File: src/hw/tpc_pkg.sv
`default_nettype none
package tpc_pkg;

  // ----------------------------------------------------------------
  // register byte offsets
  // ----------------------------------------------------------------
  localparam logic [11:0] OFS_CTRL_HIGH = 12'h000;
  localparam logic [11:0] OFS_CTRL_LOW  = 12'h004;
  localparam logic [11:0] OFS_MODE      = 12'h008;
  localparam logic [11:0] OFS_STATUS    = 12'h00C;
  localparam logic [11:0] OFS_CMP_A     = 12'h010;
  localparam logic [11:0] OFS_CMP_C     = 12'h014;
  localparam logic [11:0] OFS_CMP_D     = 12'h018;

  // ----------------------------------------------------------------
  // field layout
  // ----------------------------------------------------------------
  localparam int unsigned FLD_A_LSB   = 0;
  localparam int unsigned FLD_C_LSB   = 0;
  localparam int unsigned FLD_D_LSB   = 4;
  localparam int unsigned FLD_IC_BIT  = 3;
  localparam int unsigned FLD_LVL_BIT = 2;
  localparam int unsigned MODE_BUF_A  = 0;
  localparam int unsigned MODE_BUF_B  = 1;
  localparam int unsigned STAT_OUT_LSB = 0;
  localparam int unsigned STAT_IN_LSB  = 4;
  localparam int unsigned STAT_OE_LSB  = 8;

  // ----------------------------------------------------------------
  // reset values and action codes
  // ----------------------------------------------------------------
  localparam logic [3:0] FLD_RST   = 4'h0;
  localparam logic [1:0] MODE_RST  = 2'h0;
  localparam logic       PIN_RST   = 1'b0;
  localparam logic [1:0] ACT_HOLD  = 2'h0;
  localparam logic [1:0] ACT_LOW   = 2'h1;
  localparam logic [1:0] ACT_HIGH  = 2'h2;
  localparam logic [1:0] ACT_TGL   = 2'h3;

  function automatic logic is_capture(input logic [3:0] fld);
    is_capture = fld[FLD_IC_BIT];
  endfunction : is_capture

  function automatic logic [1:0] fld_act(input logic [3:0] fld);
    fld_act = fld[1:0];
  endfunction : fld_act

endpackage : tpc_pkg
`default_nettype wire

File: src/hw/tpc_ch4_io.sv
`default_nettype none
// Behaviour
// [RQ1] output-compare code x001 (bit3=0): drive initial level, then low on each match
// [RQ2] output-compare code x010: drive initial level, then high on each match
// [RQ3] output-compare code x011: initial level, then toggle on match; bit 2 is level
// [RQ4] codes 0000 and 0100 hold the pin on match; pin low after reset
// [RQ5] code 1x00: register is input capture on rising pin edge
// [RQ6] code 1x01: capture counter on falling pin edge
// [RQ7] code 1x1x: capture counter on both pin edges
// [RQ8] buffer operation B set: D field ignored, no capture or compare on D; pin d output enable is still cleared by D field bit 3
// [RQ9] buffer operation A set: C field ignored, no capture or compare on C; pin c output enable is still cleared by C field bit 3
// [RQ10] A field in high register 3:0; D in low 7:4, C in low 3:0
// [RQ11] all pin fields reset to zero: output compare with pin held
module tpc_ch4_io #(
  parameter int unsigned CNT_W = 16
) (
  // clock and reset
  input  wire logic             pclk,
  input  wire logic             presetn,
  // apb slave
  input  wire logic [11:0]      paddr,
  input  wire logic             psel,
  input  wire logic             penable,
  input  wire logic             pwrite,
  input  wire logic [31:0]      pwdata,
  input  wire logic [3:0]       pstrb,
  output logic [31:0]           prdata,
  output logic                  pready,
  output logic                  pslverr,
  // timer counter
  input  wire logic [CNT_W-1:0] cnt_val,
  input  wire logic             cnt_upd,
  // channel pins
  input  wire logic             ch4_pin_a_i,
  output logic                  ch4_pin_a_o,
  output logic                  ch4_pin_a_oe,
  input  wire logic             ch4_pin_c_i,
  output logic                  ch4_pin_c_o,
  output logic                  ch4_pin_c_oe,
  input  wire logic             ch4_pin_d_i,
  output logic                  ch4_pin_d_o,
  output logic                  ch4_pin_d_oe
);

  // ----------------------------------------------------------------
  // elaboration checks
  // ----------------------------------------------------------------
  // constants are shared with software, so a bad edit must stop the build
  if (CNT_W < 1 || CNT_W > 32) begin : g_chk
    $error("CNT_W must lie between 1 and 32");
  end

  if (tpc_pkg::FLD_A_LSB + 4 > 8) begin : g_chk_fld_a
    $error("pin a field must sit inside the 8-bit high register");
  end

  if (tpc_pkg::FLD_C_LSB + 4 > 8) begin : g_chk_fld_c
    $error("pin c field must sit inside the 8-bit low register");
  end

  if (tpc_pkg::FLD_D_LSB + 4 > 8) begin : g_chk_fld_d
    $error("pin d field must sit inside the 8-bit low register");
  end

  if (tpc_pkg::FLD_C_LSB + 4 > tpc_pkg::FLD_D_LSB && tpc_pkg::FLD_D_LSB + 4 > tpc_pkg::FLD_C_LSB) begin : g_chk_cd
    $error("pin c and pin d fields must not overlap");
  end

  // the action decode owns bits 1:0, so the mode and level bits lie above them
  if (tpc_pkg::FLD_IC_BIT > 3 || tpc_pkg::FLD_IC_BIT < 2 ||
      tpc_pkg::FLD_LVL_BIT > 3 || tpc_pkg::FLD_LVL_BIT < 2 ||
      tpc_pkg::FLD_IC_BIT == tpc_pkg::FLD_LVL_BIT) begin : g_chk_bits
    $error("capture and level bits must be bits 3 and 2 of a field");
  end

  if (tpc_pkg::MODE_BUF_A > 1 || tpc_pkg::MODE_BUF_B > 1 ||
      tpc_pkg::MODE_BUF_A == tpc_pkg::MODE_BUF_B) begin : g_chk_mode
    $error("buffer bits must be two distinct bits of the mode register");
  end

  if (tpc_pkg::STAT_OUT_LSB + 3 > tpc_pkg::STAT_IN_LSB ||
      tpc_pkg::STAT_IN_LSB + 3 > tpc_pkg::STAT_OE_LSB ||
      tpc_pkg::STAT_OE_LSB + 3 > 32) begin : g_chk_stat
    $error("status groups must rise in order and fit in one word");
  end

  // a misaligned offset could never be reached by a word access
  if (((tpc_pkg::OFS_CTRL_HIGH | tpc_pkg::OFS_CTRL_LOW | tpc_pkg::OFS_MODE | tpc_pkg::OFS_STATUS |
        tpc_pkg::OFS_CMP_A | tpc_pkg::OFS_CMP_C | tpc_pkg::OFS_CMP_D) & 12'h003) != 12'h000) begin : g_chk_ofs
    $error("register offsets must be word aligned");
  end

  // duplicate offsets would leave one register unreachable
  localparam logic [11:0] OFS_LIST [7] = '{tpc_pkg::OFS_CTRL_HIGH, tpc_pkg::OFS_CTRL_LOW, tpc_pkg::OFS_MODE,
                                           tpc_pkg::OFS_STATUS, tpc_pkg::OFS_CMP_A, tpc_pkg::OFS_CMP_C,
                                           tpc_pkg::OFS_CMP_D};
  for (genvar i = 0; i < 7; i++) begin : g_ofs_i
    for (genvar j = i + 1; j < 7; j++) begin : g_ofs_j
      if (OFS_LIST[i] == OFS_LIST[j]) begin : g_chk_dup
        $error("two registers share one offset");
      end
    end
  end

  // ----------------------------------------------------------------
  // state
  // ----------------------------------------------------------------
  logic [3:0]       pin_a_func_field_q;
  logic [3:0]       pin_a_func_field_d;
  logic [7:0]       ch4_pin_ctrl_low_q;
  logic [7:0]       ch4_pin_ctrl_low_d;
  logic [1:0]       ch4_mode_reg_q;
  logic [1:0]       ch4_mode_reg_d;
  logic [CNT_W-1:0] cmp_q [3];
  logic [CNT_W-1:0] cmp_d [3];
  logic [2:0]       fwr_q;
  logic [2:0]       fwr_d;
  logic [31:0]      rdata_q;
  logic [31:0]      rdata_d;
  logic             err_q;
  logic             err_d;

  logic [3:0]       fld [3];
  logic [2:0]       inh;
  logic [2:0]       pin_i;
  logic [2:0]       pin_o;
  logic [2:0]       pin_oe;
  logic [2:0]       pin_lvl;
  logic [2:0]       cap_stb;
  logic             setup;
  logic             wr_en;
  logic [31:0]      status;

  // ----------------------------------------------------------------
  // helpers
  // ----------------------------------------------------------------
  function automatic logic known_addr(input logic [11:0] a);
    case (a)
      tpc_pkg::OFS_CTRL_HIGH,
      tpc_pkg::OFS_CTRL_LOW,
      tpc_pkg::OFS_MODE,
      tpc_pkg::OFS_STATUS,
      tpc_pkg::OFS_CMP_A,
      tpc_pkg::OFS_CMP_C,
      tpc_pkg::OFS_CMP_D: known_addr = 1'b1;
      default:            known_addr = 1'b0;
    endcase
  endfunction : known_addr

  function automatic logic [CNT_W-1:0] lane_merge(input logic [CNT_W-1:0] old,
                                                  input logic [31:0]      wd,
                                                  input logic [3:0]       st);
    logic [31:0] m;
    m = 32'h0;
    for (int i = 0; i < 4; i++) begin
      m[i*8 +: 8] = st[i] ? 8'hFF : 8'h00;
    end
    lane_merge = (old & ~m[CNT_W-1:0]) | (wd[CNT_W-1:0] & m[CNT_W-1:0]);
  endfunction : lane_merge

  function automatic logic [31:0] widen(input logic [CNT_W-1:0] v);
    logic [31:0] r;
    r = 32'h0;
    r[CNT_W-1:0] = v;
    widen = r;
  endfunction : widen

  // ----------------------------------------------------------------
  // channel wiring: a, c, d
  // ----------------------------------------------------------------
  always_comb begin
    fld[0] = pin_a_func_field_q;                                       // see [RQ10]
    fld[1] = ch4_pin_ctrl_low_q[tpc_pkg::FLD_C_LSB +: 4];              // see [RQ10]
    fld[2] = ch4_pin_ctrl_low_q[tpc_pkg::FLD_D_LSB +: 4];              // see [RQ10]
    inh[0] = 1'b0;
    inh[1] = ch4_mode_reg_q[tpc_pkg::MODE_BUF_A];                      // see [RQ9]
    inh[2] = ch4_mode_reg_q[tpc_pkg::MODE_BUF_B];                      // see [RQ8]
    pin_i  = {ch4_pin_d_i, ch4_pin_c_i, ch4_pin_a_i};
  end

  for (genvar g = 0; g < 3; g++) begin : g_chan
    tpc_pin_chan #(
      .CNT_W(CNT_W)
    ) u_chan (
      .pclk    (pclk),
      .presetn (presetn),
      .field   (fld[g]),
      .field_wr(fwr_q[g]),
      .inhibit (inh[g]),
      .cnt_val (cnt_val),
      .cnt_upd (cnt_upd),
      .cmp_val (cmp_q[g]),
      .pin_i   (pin_i[g]),
      .pin_o   (pin_o[g]),
      .pin_oe  (pin_oe[g]),
      .pin_lvl (pin_lvl[g]),
      .cap_stb (cap_stb[g])
    );
  end

  assign ch4_pin_a_o  = pin_o[0];
  assign ch4_pin_a_oe = pin_oe[0];
  assign ch4_pin_c_o  = pin_o[1];
  assign ch4_pin_c_oe = pin_oe[1];
  assign ch4_pin_d_o  = pin_o[2];
  assign ch4_pin_d_oe = pin_oe[2];

  // ----------------------------------------------------------------
  // register file and apb
  // ----------------------------------------------------------------
  // read data is latched in the setup cycle so prdata comes from flops;
  // a capture landing in the access cycle shows on the next read
  always_comb begin
    setup = psel & ~penable;
    wr_en = psel & penable & pwrite & ~err_q;
    status = 32'h0;
    status[tpc_pkg::STAT_OUT_LSB +: 3] = pin_o;
    status[tpc_pkg::STAT_IN_LSB +: 3]  = pin_lvl;
    status[tpc_pkg::STAT_OE_LSB +: 3]  = pin_oe;

    pin_a_func_field_d = pin_a_func_field_q;
    ch4_pin_ctrl_low_d = ch4_pin_ctrl_low_q;
    ch4_mode_reg_d     = ch4_mode_reg_q;
    cmp_d              = cmp_q;
    fwr_d              = 3'h0;
    rdata_d            = rdata_q;
    err_d              = err_q;

    if (setup) begin
      err_d   = ~known_addr(paddr);
      rdata_d = 32'h0;
      if (!pwrite) begin
        case (paddr)
          tpc_pkg::OFS_CTRL_HIGH: rdata_d[3:0] = pin_a_func_field_q;
          tpc_pkg::OFS_CTRL_LOW:  rdata_d[7:0] = ch4_pin_ctrl_low_q;
          tpc_pkg::OFS_MODE:      rdata_d[1:0] = ch4_mode_reg_q;
          tpc_pkg::OFS_STATUS:    rdata_d      = status;
          tpc_pkg::OFS_CMP_A:     rdata_d      = widen(cmp_q[0]);
          tpc_pkg::OFS_CMP_C:     rdata_d      = widen(cmp_q[1]);
          tpc_pkg::OFS_CMP_D:     rdata_d      = widen(cmp_q[2]);
          default:                rdata_d      = 32'h0;
        endcase
      end
    end

    if (wr_en && pstrb[0]) begin
      case (paddr)
        tpc_pkg::OFS_CTRL_HIGH: begin
          pin_a_func_field_d = pwdata[tpc_pkg::FLD_A_LSB +: 4];
          fwr_d[0]           = 1'b1;
        end
        tpc_pkg::OFS_CTRL_LOW: begin
          ch4_pin_ctrl_low_d = pwdata[7:0];
          fwr_d[1]           = 1'b1;
          fwr_d[2]           = 1'b1;
        end
        tpc_pkg::OFS_MODE: ch4_mode_reg_d = pwdata[1:0];
        default: ;
      endcase
    end
    if (wr_en) begin
      case (paddr)
        tpc_pkg::OFS_CMP_A: cmp_d[0] = lane_merge(cmp_q[0], pwdata, pstrb);
        tpc_pkg::OFS_CMP_C: cmp_d[1] = lane_merge(cmp_q[1], pwdata, pstrb);
        tpc_pkg::OFS_CMP_D: cmp_d[2] = lane_merge(cmp_q[2], pwdata, pstrb);
        default: ;
      endcase
    end

    // hardware capture wins over a software write in the same cycle
    for (int i = 0; i < 3; i++) begin
      if (cap_stb[i]) begin
        cmp_d[i] = cnt_val; // see [RQ5] [RQ6] [RQ7]
      end
    end
  end

  always_ff @(posedge pclk or negedge presetn) begin
    if (!presetn) begin
      pin_a_func_field_q <= tpc_pkg::FLD_RST;             // see [RQ11]
      ch4_pin_ctrl_low_q <= {tpc_pkg::FLD_RST, tpc_pkg::FLD_RST}; // see [RQ11]
      ch4_mode_reg_q     <= tpc_pkg::MODE_RST;
      for (int i = 0; i < 3; i++) begin
        cmp_q[i] <= '0;
      end
      fwr_q   <= 3'h0;
      rdata_q <= 32'h0;
      err_q   <= 1'b0;
    end else begin
      pin_a_func_field_q <= pin_a_func_field_d;
      ch4_pin_ctrl_low_q <= ch4_pin_ctrl_low_d;
      ch4_mode_reg_q     <= ch4_mode_reg_d;
      cmp_q              <= cmp_d;
      fwr_q              <= fwr_d;
      rdata_q            <= rdata_d;
      err_q              <= err_d;
    end
  end

  assign prdata  = rdata_q;
  assign pready  = 1'b1;
  assign pslverr = psel & penable & err_q;

endmodule : tpc_ch4_io
`default_nettype wire

File: src/hw/tpc_pin_chan.sv
`default_nettype none
module tpc_pin_chan #(
  parameter int unsigned CNT_W = 16
) (
  // clock and reset
  input  wire logic             pclk,
  input  wire logic             presetn,
  // control
  input  wire logic [3:0]       field,
  input  wire logic             field_wr,
  input  wire logic             inhibit,
  // counter
  input  wire logic [CNT_W-1:0] cnt_val,
  input  wire logic             cnt_upd,
  input  wire logic [CNT_W-1:0] cmp_val,
  // pin
  input  wire logic             pin_i,
  output logic                  pin_o,
  output logic                  pin_oe,
  // status
  output logic                  pin_lvl,
  output logic                  cap_stb
);

  logic [1:0] sync_q;
  logic [1:0] sync_d;
  logic       prev_q;
  logic       prev_d;
  logic       out_q;
  logic       out_d;
  logic       rise;
  logic       fall;
  logic       cap;
  logic [1:0] act;

  // ----------------------------------------------------------------
  // pin sampling, edge detect, output level
  // ----------------------------------------------------------------
  always_comb begin
    cap    = tpc_pkg::is_capture(field);
    act    = tpc_pkg::fld_act(field);
    sync_d = {sync_q[0], pin_i};
    prev_d = sync_q[1];
    rise   = sync_q[1] & ~prev_q;
    fall   = ~sync_q[1] & prev_q;
    out_d  = out_q;
    if (inhibit || cap) begin
      out_d = out_q;
    end else if (field_wr && act != tpc_pkg::ACT_HOLD) begin
      // new setting drives its initial level at once
      out_d = field[tpc_pkg::FLD_LVL_BIT]; // see [RQ3]
    end else if (cnt_upd && cnt_val == cmp_val) begin
      case (act)
        tpc_pkg::ACT_LOW:  out_d = 1'b0;    // see [RQ1]
        tpc_pkg::ACT_HIGH: out_d = 1'b1;    // see [RQ2]
        tpc_pkg::ACT_TGL:  out_d = ~out_q;  // see [RQ3]
        default:           out_d = out_q;   // see [RQ4]
      endcase
    end
    cap_stb = 1'b0;
    if (cap && !inhibit) begin // see [RQ8] [RQ9]
      if (field[1]) begin
        cap_stb = rise | fall;  // see [RQ7]
      end else if (field[0]) begin
        cap_stb = fall;         // see [RQ6]
      end else begin
        cap_stb = rise;         // see [RQ5]
      end
    end
  end

  always_ff @(posedge pclk or negedge presetn) begin
    if (!presetn) begin
      sync_q <= 2'h0;
      prev_q <= 1'b0;
      out_q  <= tpc_pkg::PIN_RST; // see [RQ4]
    end else begin
      sync_q <= sync_d;
      prev_q <= prev_d;
      out_q  <= out_d;
    end
  end

  assign pin_o   = out_q;
  assign pin_oe  = ~cap;
  assign pin_lvl = sync_q[1];

endmodule : tpc_pin_chan
`default_nettype wire

File: config.mk
export PLATFORM = sky130hd
export DESIGN_NAME = tpc_ch4_io
export DESIGN_NICKNAME = d
export VERILOG_FILES = /design/src/hw/tpc_pkg.sv /design/src/hw/tpc_ch4_io.sv /design/src/hw/tpc_pin_chan.sv
export SDC_FILE = /design/constraint.sdc
export NUM_CORES = 1
export LEC_CHECK = 0
export ABC_CLOCK_PERIOD_IN_PS = 4200
export BUFFER_PORTS_ARGS = -buffer_cell sky130_fd_sc_hd__buf_2
export CORE_MARGIN = 2
export CORE_UTILIZATION = 42
export DETAILED_ROUTE_END_ITERATION = 10
export GPL_TIMING_DRIVEN = 0
export SYNTH_ARGS = -nofsm -noshare
export SYNTH_HDL_FRONTEND = slang
export SYNTH_HIERARCHICAL = 1
export SYNTH_SLANG_ARGS = --single-unit
File: constraint.sdc
create_clock -name pclk -period 4.2 [get_ports pclk]
set_clock_uncertainty 0.2 [all_clocks]
set_input_delay 1.26 -clock pclk [delete_from_list [all_inputs] [get_ports pclk]]
set_output_delay 1.26 -clock pclk [all_outputs]
set_load 0.02 [all_outputs]
==> results of run 1 <==
## power breakdown
part / internal, mW / leakage, nW / switching [mW]
clock: 0.446 / 0.139 / 0.341
sequential: 0.911 / 1.23 / 0.0155
combinational: 0.0941 / 1.63 / 0.154
## per-stage QoR
| stage | hold slack, ns | cells | setup WS, ns |
|---|---|---|---|
| 2_1_floorplan | 0.131 | 596 | 1.13 |
| 3_3_place_gp | 0.132 | 848 | -0.485 |
| 3_5_place_dp | 0.135 | 851 | 0.498 |
| 4_1_cts | 0.149 | 866 | 0.868 |
| 5_1_grt | 0.162 | 866 | 0.771 |
| 6_report | 0.148 | 866 | 0.752 |
## kinds of logic (layout without fill, tap and decap cells)
kind of cell	count (synthesis)	in the layout	share of synthesized area [%]
xor gates and xnor gates	48	48	7.35
AOI/OAI and AO/OA	154	154	20.1
and+or+nand+nor	166	166	17.5
muxes	37	37	6.84
DFF	93	93	40.7
other	2	19	0.131
adders and majority gates	6	6	1.31
buffers and inverters	73	167	6.08
## layout by cell type (no fill, tap or decap), types with 4 or more instances in the layout
master / netlist / routed
o211a_1: 5 / 5
o221a_2: 11 / 11
a211oi_1: 4 / 4
a21oi_1: 20 / 20
clkbuf_16: 0 / 9
buf_4: 17 / 19
o21ai_0: 39 / 39
mux2i_1: 20 / 20
nor2_1: 11 / 11
and2_1: 13 / 13
a31oi_1: 13 / 13
inv_1: 29 / 29
xnor2_1: 48 / 48
o221a_1: 8 / 8
nand4_1: 17 / 17
ha_1: 6 / 6
or4_1: 4 / 4
nand2b_1: 24 / 24
a22o_1: 5 / 5
nand3_1: 12 / 12
nor2b_1: 21 / 21
a222oi_1: 6 / 6
nand2_1: 36 / 36
or3_1: 4 / 4
a41oi_1: 6 / 6
a22oi_1: 10 / 10
mux2_2: 17 / 17
conb_1: 2 / 19
clkbuf_1: 16 / 18
o2bb2ai_1: 6 / 6
dfrtp_1: 93 / 93
buf_2: 8 / 83
## worst paths after layout
kind                                                 startpoint                              endpoint  slack [ns]  depth (start not counted)
hold reg to reg            g_chan[1].u_chan/sync_q[0]$_DFF_PN0_  g_chan[1].u_chan/sync_q[1]$_DFF_PN0_        0.15                          0
setup reg to reg           g_chan[0].u_chan/sync_q[1]$_DFF_PN0_                             flip-flop        0.99                          8
max in group asynchronous                               presetn                prdata[11]$_DFFE_PN0P_        2.42                          2
hold / removal             g_chan[1].u_chan/sync_q[0]$_DFF_PN0_  g_chan[1].u_chan/sync_q[1]$_DFF_PN0_        0.15                          0
min in group asynchronous                               presetn  g_chan[2].u_chan/sync_q[0]$_DFF_PN0_        0.72                          1
setup / recovery                                       paddr[3]                             flip-flop        0.75                          7
## per-layer routing
metal  wire length, um  global-route usage [%]  vias to the layer above
met4               450                    9.01                        0
met3              1780                    4.91                       24
met1              8250                    38.3                     2477
met2              8640                    41.9                      270
li1                  -                       -                     2316
met5                 0                       0                        -
## final cells by class
type,count,area (um^2)
inverter,29,109
clock buffer,14,274
sequential,93,2330
tap,176,220
multi-input combinational,430,3120
clock inverter,1,5.00
buffer,44,239
fill,1274,6580
timing repair buffer,79,428
## worst max-delay path, stage by stage
cell and delay [ns]:
buf_2 0.10, buf_2 0.25, nor2b_1 0.53, and4_1 0.25, buf_2 0.24, nand3_1 0.41
o221a_2 0.45
==> summary.md, run 1 <==
| Metric | Value |
|---|---|
| Power density cells | `292 nW/um^2` |
| Max Fanout on Critical Path | `10` |
| Hold Path Class | `flip-flop to flip-flop` |
| Clock buffer depth | `2` |
| Core area | `13,300 um^2` |
| Post-Place Cell Area | `6440 um^2` |
| Status | `finished, final reports clean` |
| Core Util, Final | `50.5%` |
| Min Clock Period, post-route | `3.45 ns` |
| # nets final | `765` |
| Drt drc | `0` |
| H-tree Lvls | `3` |
| Ys Warns | `6` |
| Post-Syn Area | `5720 um^2` |
| Vias post-DR | `5,087` |
| Top cells by area, synth | `dfrtp_1, xnor2_1, mux2i_1` |
| P_leak | `3.00 nW` |
| Vias in the first global route | `4,951` |
| Worst-path clk slew | `0.06 ns` |
| RSZ-0062 raised after global routing | `no` |
| GRT Resource Usage Total | `27.1%` |
| Die area | `14,600 um^2` |
| Post-DP HPWL | `14.4 mm` |
| Total chip power | `1.96 mW` |
| Tcrit/Tclk final | `82.1%` |
| # Max-Cap Violations | `0` |
| Mapped Avg Cell Area | `9.88 um^2` |
| Worst Setup End Kind | `flip-flop` |
| Gpl congestion | `0.958` |
| Sequential element share of the synthesized area | `40.7%` |
| Seq cells post-synth | `93` |
| Number of I/O port buffers | `76` |
| Final WL | `19.1 mm` |
| Row cnt | `42` |
| Fmax | `290 MHz` |
| Chip height | `121 um` |
| CTS tree | `yes` |
| Clock tree sinks | `93` |
| Root buffer cell | `clkbuf_16` |
| Worst skew pair latency | `0.35 ns` |
| Layout area overhead | `17.5%` |
| Count leader, synth | `dfrtp_1` |
| Initial Util | `43.0%` |
| Final hold vios | `0` |
| Initial antenna violation count | `0` |
| Post-CTS setup buffers | `0` |
| Syn Inst Count | `579` |
| Top FF cell, synth | `dfrtp_1` |
| Critical path data arrival time | `3.49 ns` |
| Avg WL per Cell | `22.1 um` |
| TNS Setup | `0 ns` |
| Resize count post-CTS | `0` |
| Antenna Violating Nets Remaining | `0` |
| Most common library cells after synthesis | `dfrtp_1, xnor2_1, o21ai_0, nand2_1, inv_1` |
| Die width | `121 um` |
| Final Instance Area | `6720 um^2` |
| VDD IR max | `189 uV` |
| Hold buffers post-CTS | `0` |
| Area leader, netlist | `dfrtp_1` |
| Post-synth EDFFs | `0` |
| Relative slew margins | `32.4%` |
| WS Path Type | `primary input to flip-flop` |
| Max Slew Vio Count | `0` |
| TritonCTS Buffers | `9` |
| Synth async-reset ratio | `100%` |
| Synth cell types | `60` |
| Setup-failing EPs final | `0` |
| Antenna diode count | `0` |
| Largest net degree at the start of global routing | `52` |
| CP Launch Type | `primary input` |
| Layout cells sized above 1 | `23.3%` |
| Tightest Pin Transition | `1.01 ns` |
| Remaining global-route overflow | `0` |
| Router iterations before antenna repair | `5` |
| CP required | `4.24 ns` |
| DR vias/cell | `5.87` |
| DR iter-0 viols | `462` |
| I/O pins | `113` |
| First-pass GRT wire length | `29.4 mm` |
| Synth top area share | `40.7%` |
No activity file was read; power rests on OpenSTA's default activity.
==> run 2, diff against run 1 <==
ABC_CLOCK_PERIOD_IN_PS = 3200   (was 4200)
clock period = 3.2 ns   (was 4.2 ns; I/O delays follow)
==> run 2 against run 1 <==
  * Count of clock-buffer cells in the layout unchanged
  * Flip-flop and latch count unchanged
  * Sequential power up 32%
  * Design area hardly changed
  * Critical path depth stayed put
  * Global-route usage unchanged
  * Sequential share of layout area about the same
  * Utilization about the same
==> summary.md, run 2 (synthesized netlist as in run 1, its figures left out) <==
| Metric | Value |
|---|---|
| Status | `finished, final reports clean (unchanged)` |
| Initial antenna violation count | `0 (unchanged)` |
| Pint | `1.91 mW (was 1.45 mW)` |
| Final Instance Area | `6720 um^2 (about the same)` |
| GRT Resource Usage Total | `27.1% (unchanged)` |
| Total chip power | `2.57 mW (was 1.96 mW)` |
| RR Startpoint | `g_chan[0].u_chan/sync_q[1]$_DFF_PN0_ (unchanged)` |
| Most frequent cells in the layout | `dfrtp_1, buf_2, xnor2_1 (unchanged)` |
| Worst skew pair latency | `0.35 ns (about the same)` |
| Worst-path clk slew | `0.06 ns (about the same)` |
| WS Path Type | `primary input to flip-flop (unchanged)` |
| Avg WL per Cell | `22.0 um (was 22.1 um)` |
| Vias post-DR | `5,049 (was 5,087)` |
| TritonCTS Buffers | `9 (unchanged)` |
| Tcrit/Tclk final | `97.7%` |
| Worst Setup End Kind | `flip-flop (unchanged)` |
| Min Clock Period, post-route | `3.13 ns` |
| Max Slew Vio Count | `0 (unchanged)` |
| Clock tree sinks | `93 (unchanged)` |
| Largest net degree at the start of global routing | `52 (unchanged)` |
| Setup-failing EPs final | `0 (unchanged)` |
| Storage cell area | `2330 um^2 (unchanged)` |
| Critical path data arrival time | `3.17 ns (was 3.49 ns)` |
| DR iter-0 viols | `467 (was 462)` |
| DR vias/cell | `5.83 (was 5.87)` |
| # nets final | `765 (unchanged)` |
| I/O pins | `113 (unchanged)` |
| Tightest Pin Transition | `1.04 ns (was 1.01 ns)` |
| Clock buffer depth | `2 (unchanged)` |
| HP Start | `g_chan[1].u_chan/sync_q[0]$_DFF_PN0_ (unchanged)` |
| Fmax | `320 MHz` |
| CTS tree | `yes (unchanged)` |
| Flop-to-flop setup slack | `0.15 ns (was 0.99 ns)` |
| Comb pwr share | `12.7% (was 12.6%)` |
| Multi-input logic area | `3120 um^2 (unchanged)` |
| Clock power share | `40.1% (about the same)` |
| Post-Place Cell Area | `6440 um^2 (unchanged)` |
| Flop pwr share | `47.3% (was 47.2%)` |
| Remaining global-route overflow | `0 (unchanged)` |
| Psw | `0.667 mW (was 0.511 mW)` |
| Hold buffers post-CTS | `0 (unchanged)` |
| Row cnt | `42 (unchanged)` |
| Path depth of the worst reg2reg path | `7 (was 8)` |
| Router iterations before antenna repair | `8 (was 5)` |
| Max Fanout on Critical Path | `10 (unchanged)` |
| Most common cell after layout, fill and taps aside | `dfrtp_1 (unchanged)` |
| Core area | `13,300 um^2 (unchanged)` |
| Antenna Violating Nets Remaining | `0 (unchanged)` |
| Antenna diode count | `0 (unchanged)` |
| Initial Util | `43.0% (unchanged)` |
| Number of I/O port buffers | `76 (unchanged)` |
| Die area | `14,600 um^2 (unchanged)` |
| Root buffer cell | `clkbuf_16 (unchanged)` |
| # Max-Cap Violations | `0 (unchanged)` |
| Final hold vios | `0 (unchanged)` |
| Final WL | `19.1 mm (about the same)` |
| Layout cells sized above 1 | `23.5% (was 23.3%)` |
| Hold Path Class | `flip-flop to flip-flop (unchanged)` |
| CP required | `3.24 ns (was 4.24 ns)` |
| P_leak | `3.01 nW (was 3.00 nW)` |
| Power density cells | `383 nW/um^2 (was 292 nW/um^2)` |
| CP Launch Type | `primary input (unchanged)` |
| First-pass GRT wire length | `29.4 mm (unchanged)` |
| Switching part of the total | `25.9% (was 26.0%)` |
| Fill cell count | `1,275 (was 1,274)` |
| Drt drc | `0 (unchanged)` |
| Layout area overhead | `17.5% (about the same)` |
| H-tree Lvls | `3 (unchanged)` |
| Worst Setup SP | `paddr[3] (unchanged)` |
| VDD IR max | `247 uV (was 189 uV)` |
| Relative slew margins | `29.9% (was 32.4%)` |
| Post-DP HPWL | `14.4 mm (unchanged)` |
| Chip height | `121 um (unchanged)` |
| Die width | `121 um (unchanged)` |
| Vias in the first global route | `4,951 (unchanged)` |
| Gpl congestion | `0.958 (unchanged)` |
-- run 2: cell count changes in the layout (fill, tap and decap cells not counted) --
cell and change:
clkbuf_1 -1, clkbuf_2 +1
-- run 2: worst min-delay path by stage --
| stage | to | cells after the start |
|---|---|---|
| after floorplan | g_chan[0].u_chan/sync_q[1]$_DFF_PN0_ | 0 |
| after global placement | g_chan[1].u_chan/sync_q[1]$_DFF_PN0_ | 0 |
| after detailed placement | g_chan[1].u_chan/sync_q[1]$_DFF_PN0_ | 0 |
| after CTS | g_chan[1].u_chan/sync_q[1]$_DFF_PN0_ | 0 |
| after global routing | g_chan[2].u_chan/sync_q[1]$_DFF_PN0_ | 0 |
| final | g_chan[1].u_chan/sync_q[1]$_DFF_PN0_ | 0 |
-- run 2: repair_timing --
item / CTS / global route
setup buffers: 0 / 0
gates resized for setup: 0 / 2
endpoints found under the setup margin: 0 / 10
-- run 2: area by class of cell --
type                       count  area share (%)
inverter                      29            1.62
clock inverter                 1          0.0745
tap                          176            3.28
clock buffer                  14            4.08
timing repair buffer          79            6.37
sequential                    93            34.6
buffer                        44            3.57
multi-input combinational    430            46.4
-- run 2: power by group through the flow --
stage | clock network, mW | logic, mW | registers (mW)
6_report | 1.03 | 0.326 | 1.22
5_1_grt | 1.10 | 0.352 | 1.22
4_1_cts | 1.05 | 0.323 | 1.22
3_5_place_dp | 0 | 0.322 | 1.24
3_3_place_gp | 0 | 0.312 | 1.24
2_1_floorplan | 0 | 0.178 | 1.23
-- run 2: routing by layer --
layer | up-vias | track usage [%] | wire length (um)
met3 | 23 | 4.91 | 1840
met1 | 2445 | 38.3 | 8200
li1 | 2319 | - | -
met5 | - | 0 | 0
met4 | 0 | 9.01 | 425
met2 | 262 | 41.9 | 8600
-- run 2: metrics by stage --
step	setup slack (ns)	utilization [%]	hold WS [ns]	std cells	setup TNS, ns
6_report	0.0726	50.6	0.148	866	0
5_1_grt	-0.0102	50.6	0.162	866	-0.0102
4_1_cts	0.00492	50.5	0.149	866	0
3_5_place_dp	-0.202	48.4	0.135	851	-2.22
3_3_place_gp	-1.48	48.0	0.132	848	-21.16
2_1_floorplan	0.131	-	0.131	596	0
-- run 2: critical path, stage by stage --
cell	delay (ns)
buf_2	0.09
buf_2	0.24
nor2b_1	0.51
and4_1	0.25
buf_2	0.24
nand3_1	0.41
o221a_2	0.45
==> run 3, diff against run 2 <==
ABC_CLOCK_PERIOD_IN_PS = 2760   (was 3200)
PLACE_DENSITY = 0.66   (was not set)
clock period = 2.76 ns   (was 3.2 ns; I/O delays follow)
==> run 3 against run 2 <==
  * Critical path depth stayed put
  * Non-clock buffer count is 1 higher
  * Design area is 1.2% higher
  * Power is 22% higher
  * Highest routed layer unchanged
==> summary.md, run 3 (synthesized netlist as in run 1, its figures left out) <==
| Metric | Value |
|---|---|
| Status | `finished, final reports clean (unchanged)` |
| Placed insts | `849 (was 851)` |
| Number of I/O port buffers | `76 (unchanged)` |
| Power density cells | `459 nW/um^2 (was 383 nW/um^2)` |
| Row cnt | `42 (unchanged)` |
| RSZ-0062 raised after global routing | `no` |
| TNS Setup | `0 ns (unchanged)` |
| Pint | `2.32 mW (was 1.91 mW)` |
| Final hold vios | `0 (unchanged)` |
| Chip height | `121 um (unchanged)` |
| Antenna Violating Nets Remaining | `0 (unchanged)` |
| Antenna diode count | `0 (unchanged)` |
| TritonCTS Buffers | `9 (unchanged)` |
| Drt drc | `0 (unchanged)` |
| Vias in the first global route | `4,974 (was 4,951)` |
| Hold path depth | `0 (unchanged)` |
| I/O pins | `113 (unchanged)` |
| Final WL | `19.5 mm (was 19.1 mm)` |
| Most common cell after layout, fill and taps aside | `dfrtp_1 (unchanged)` |
| Gpl congestion | `1.01 (was 0.958)` |
| Die width | `121 um (unchanged)` |
| Worst Setup End Kind | `flip-flop (unchanged)` |
| Tightest Pin Transition | `0.900 ns (was 1.04 ns)` |
| Post-DP HPWL | `14.4 mm (about the same)` |
| First-pass GRT wire length | `29.5 mm (was 29.4 mm)` |
| CTS tree | `yes (unchanged)` |
| Vias post-DR | `5,244 (was 5,049)` |
| Avg WL per Cell | `22.4 um (was 22.0 um)` |
| RR Startpoint | `g_chan[2].u_chan/sync_q[1]$_DFF_PN0_ (was g_chan[0].u_chan/sync_q[1]$_DFF_PN0_)` |
| Post-Place Cell Area | `6410 um^2 (was 6440 um^2)` |
| Worst skew pair latency | `0.36 ns (was 0.35 ns)` |
| Initial antenna violation count | `0 (unchanged)` |
| Worst-path clk slew | `0.07 ns (was 0.06 ns)` |
| DR iter-0 viols | `572 (was 467)` |
| Clock power share | `42.7% (was 40.1%)` |
| Clock buffer depth | `2 (unchanged)` |
| HP Start | `g_chan[2].u_chan/sync_q[0]$_DFF_PN0_ (was g_chan[1].u_chan/sync_q[0]$_DFF_PN0_)` |
| VDD IR max | `301 uV (was 247 uV)` |
| Worst Hold End | `g_chan[2].u_chan/sync_q[1]$_DFF_PN0_ (was g_chan[1].u_chan/sync_q[1]$_DFF_PN0_)` |
| DR vias/cell | `6.04 (was 5.83)` |
| Remaining global-route overflow | `0 (unchanged)` |
| Tcrit/Tclk final | `95.9%` |
| Comb pwr share | `12.3% (was 12.7%)` |
| Min Clock Period, post-route | `2.65 ns` |
| Setup-failing EPs final | `0 (unchanged)` |
| Root buffer cell | `clkbuf_16 (unchanged)` |
| Layout area overhead | `18.9% (was 17.5%)` |
| Flop pwr share | `45.1% (was 47.3%)` |
| # Max-Cap Violations | `0 (unchanged)` |
| Clock tree sinks | `93 (unchanged)` |
| CP required | `2.79 ns (was 3.24 ns)` |
| Critical path data arrival time | `2.68 ns (was 3.17 ns)` |
| H-tree Lvls | `3 (unchanged)` |
| Layout cells sized above 1 | `24.7% (was 23.5%)` |
| Core area | `13,300 um^2 (unchanged)` |
| Total chip power | `3.13 mW (was 2.57 mW)` |
| Initial Util | `43.0% (unchanged)` |
| Layout Cells excl Fill | `868 (was 866)` |
| Hold Path Class | `flip-flop to flip-flop (unchanged)` |
| Psw | `0.807 mW (was 0.667 mW)` |
| GRT Resource Usage Total | `27.2% (was 27.1%)` |
| CP Launch Type | `primary input (unchanged)` |
| Final Instance Area | `6810 um^2 (was 6720 um^2)` |
| Switching part of the total | `25.8% (was 25.9%)` |
| Max Fanout on Critical Path | `10 (unchanged)` |
| Path depth of the worst reg2reg path | `8 (was 7)` |
| Die area | `14,600 um^2 (unchanged)` |
| Flop-to-flop setup slack | `0.16 ns (was 0.15 ns)` |
| Most frequent cells in the layout | `dfrtp_1, buf_2, xnor2_1 (unchanged)` |
| Max Slew Vio Count | `0 (unchanged)` |
| Fmax | `378 MHz` |
| Router iterations before antenna repair | `8 (unchanged)` |
| # nets final | `766 (was 765)` |
| WS Path Type | `primary input to flip-flop (unchanged)` |
| P_leak | `3.04 nW (was 3.01 nW)` |
| Largest net degree at the start of global routing | `56 (was 52)` |
| Relative slew margins | `40.0% (was 29.9%)` |
| Final Hold Slack | `0.147 ns (was 0.148 ns)` |
==> run 3: cell count changes in the layout (fill, tap and decap cells not counted), moves of 2 or more <==
cell / before / now
buf_4: 19 / 21
bufinv_16: 0 / 2
clkbuf_1: 17 / 15
clkbuf_8: 3 / 0
clkinv_2: 1 / 3
==> run 3: repair_timing <==
item                       in CTS  in global routing
pin swaps                       1                  1
gates resized for setup         7                  9
gates cloned                    0                  0
hold buffers                    0                  0
buffers inserted                2                  1
setup endpoints to repair      48                 53
==> run 3: cell type report <==
class                   instances  area (um^2)
plain buffers                  44          245
clock buffers                  11          233
clock inverters                 5         75.1
fillers                      1267         6490
inverters                      29          109
multi-input cells             430         3170
flip-flops and latches         93         2330
well taps                     176          220
repair buffers                 80          425
==> run 3: worst max-delay path, cell delays in order <==
cell     delay (ns)
buf_2          0.09
buf_2          0.24
buf_1          0.71
mux2i_1        0.28
nor2_1         0.07
a21oi_1        0.32
o21ai_0        0.13
==> run 3: power groups by stage <==
| stage | clock, mW | combinational, mW | sequential [mW] |
|---|---|---|---|
| global placement | 0 | 0.362 | 1.43 |
| detailed placement | 0 | 0.371 | 1.43 |
| global route | 1.42 | 0.412 | 1.41 |
| finish | 1.33 | 0.383 | 1.41 |
| floorplan | 0 | 0.207 | 1.43 |
| CTS | 1.35 | 0.375 | 1.41 |
==> run 3: worst max-delay path by stage <==
| stage | slack (ns) | endpoint | startpoint | cells after the start |
|---|---|---|---|---|
| after floorplan | 0.22 | ch4_pin_ctrl_low_q[0]$_DFFE_PN0P_ | paddr[5] | 4 |
| after global placement | -0.52 | flip-flop | g_chan[2].u_chan/prev_q$_DFF_PN0_ | 10 |
| after detailed placement | -0.52 | flip-flop | paddr[3] | 7 |
| after CTS | 0.02 | flip-flop | g_chan[0].u_chan/prev_q$_DFF_PN0_ | 9 |
| after global routing | 0.006 | flip-flop | g_chan[0].u_chan/prev_q$_DFF_PN0_ | 9 |
| final | 0.11 | prdata[6]$_DFFE_PN0P_ | paddr[3] | 7 |
==> run 3: stage by stage <==
step	setup WS, ns	util (%)
after floorplan	0.217	-
after global placement	-0.524	48.1
after detailed placement	-0.519	48.2
after CTS	0.0199	50.9
after global routing	0.00558	51.2
final	0.113	51.2
==> run 3: layer usage <==
metal | part of all wire (%) | routed length (um) | track usage, % | vias up
met5 | 0 | 0 | 0 | -
met4 | 3.1 | 598 | 10.5 | 0
met3 | 9.8 | 1900 | 5.24 | 42
met2 | 45 | 8810 | 42.1 | 337
met1 | 42 | 8160 | 37.8 | 2554
li1 | - | - | - | 2311
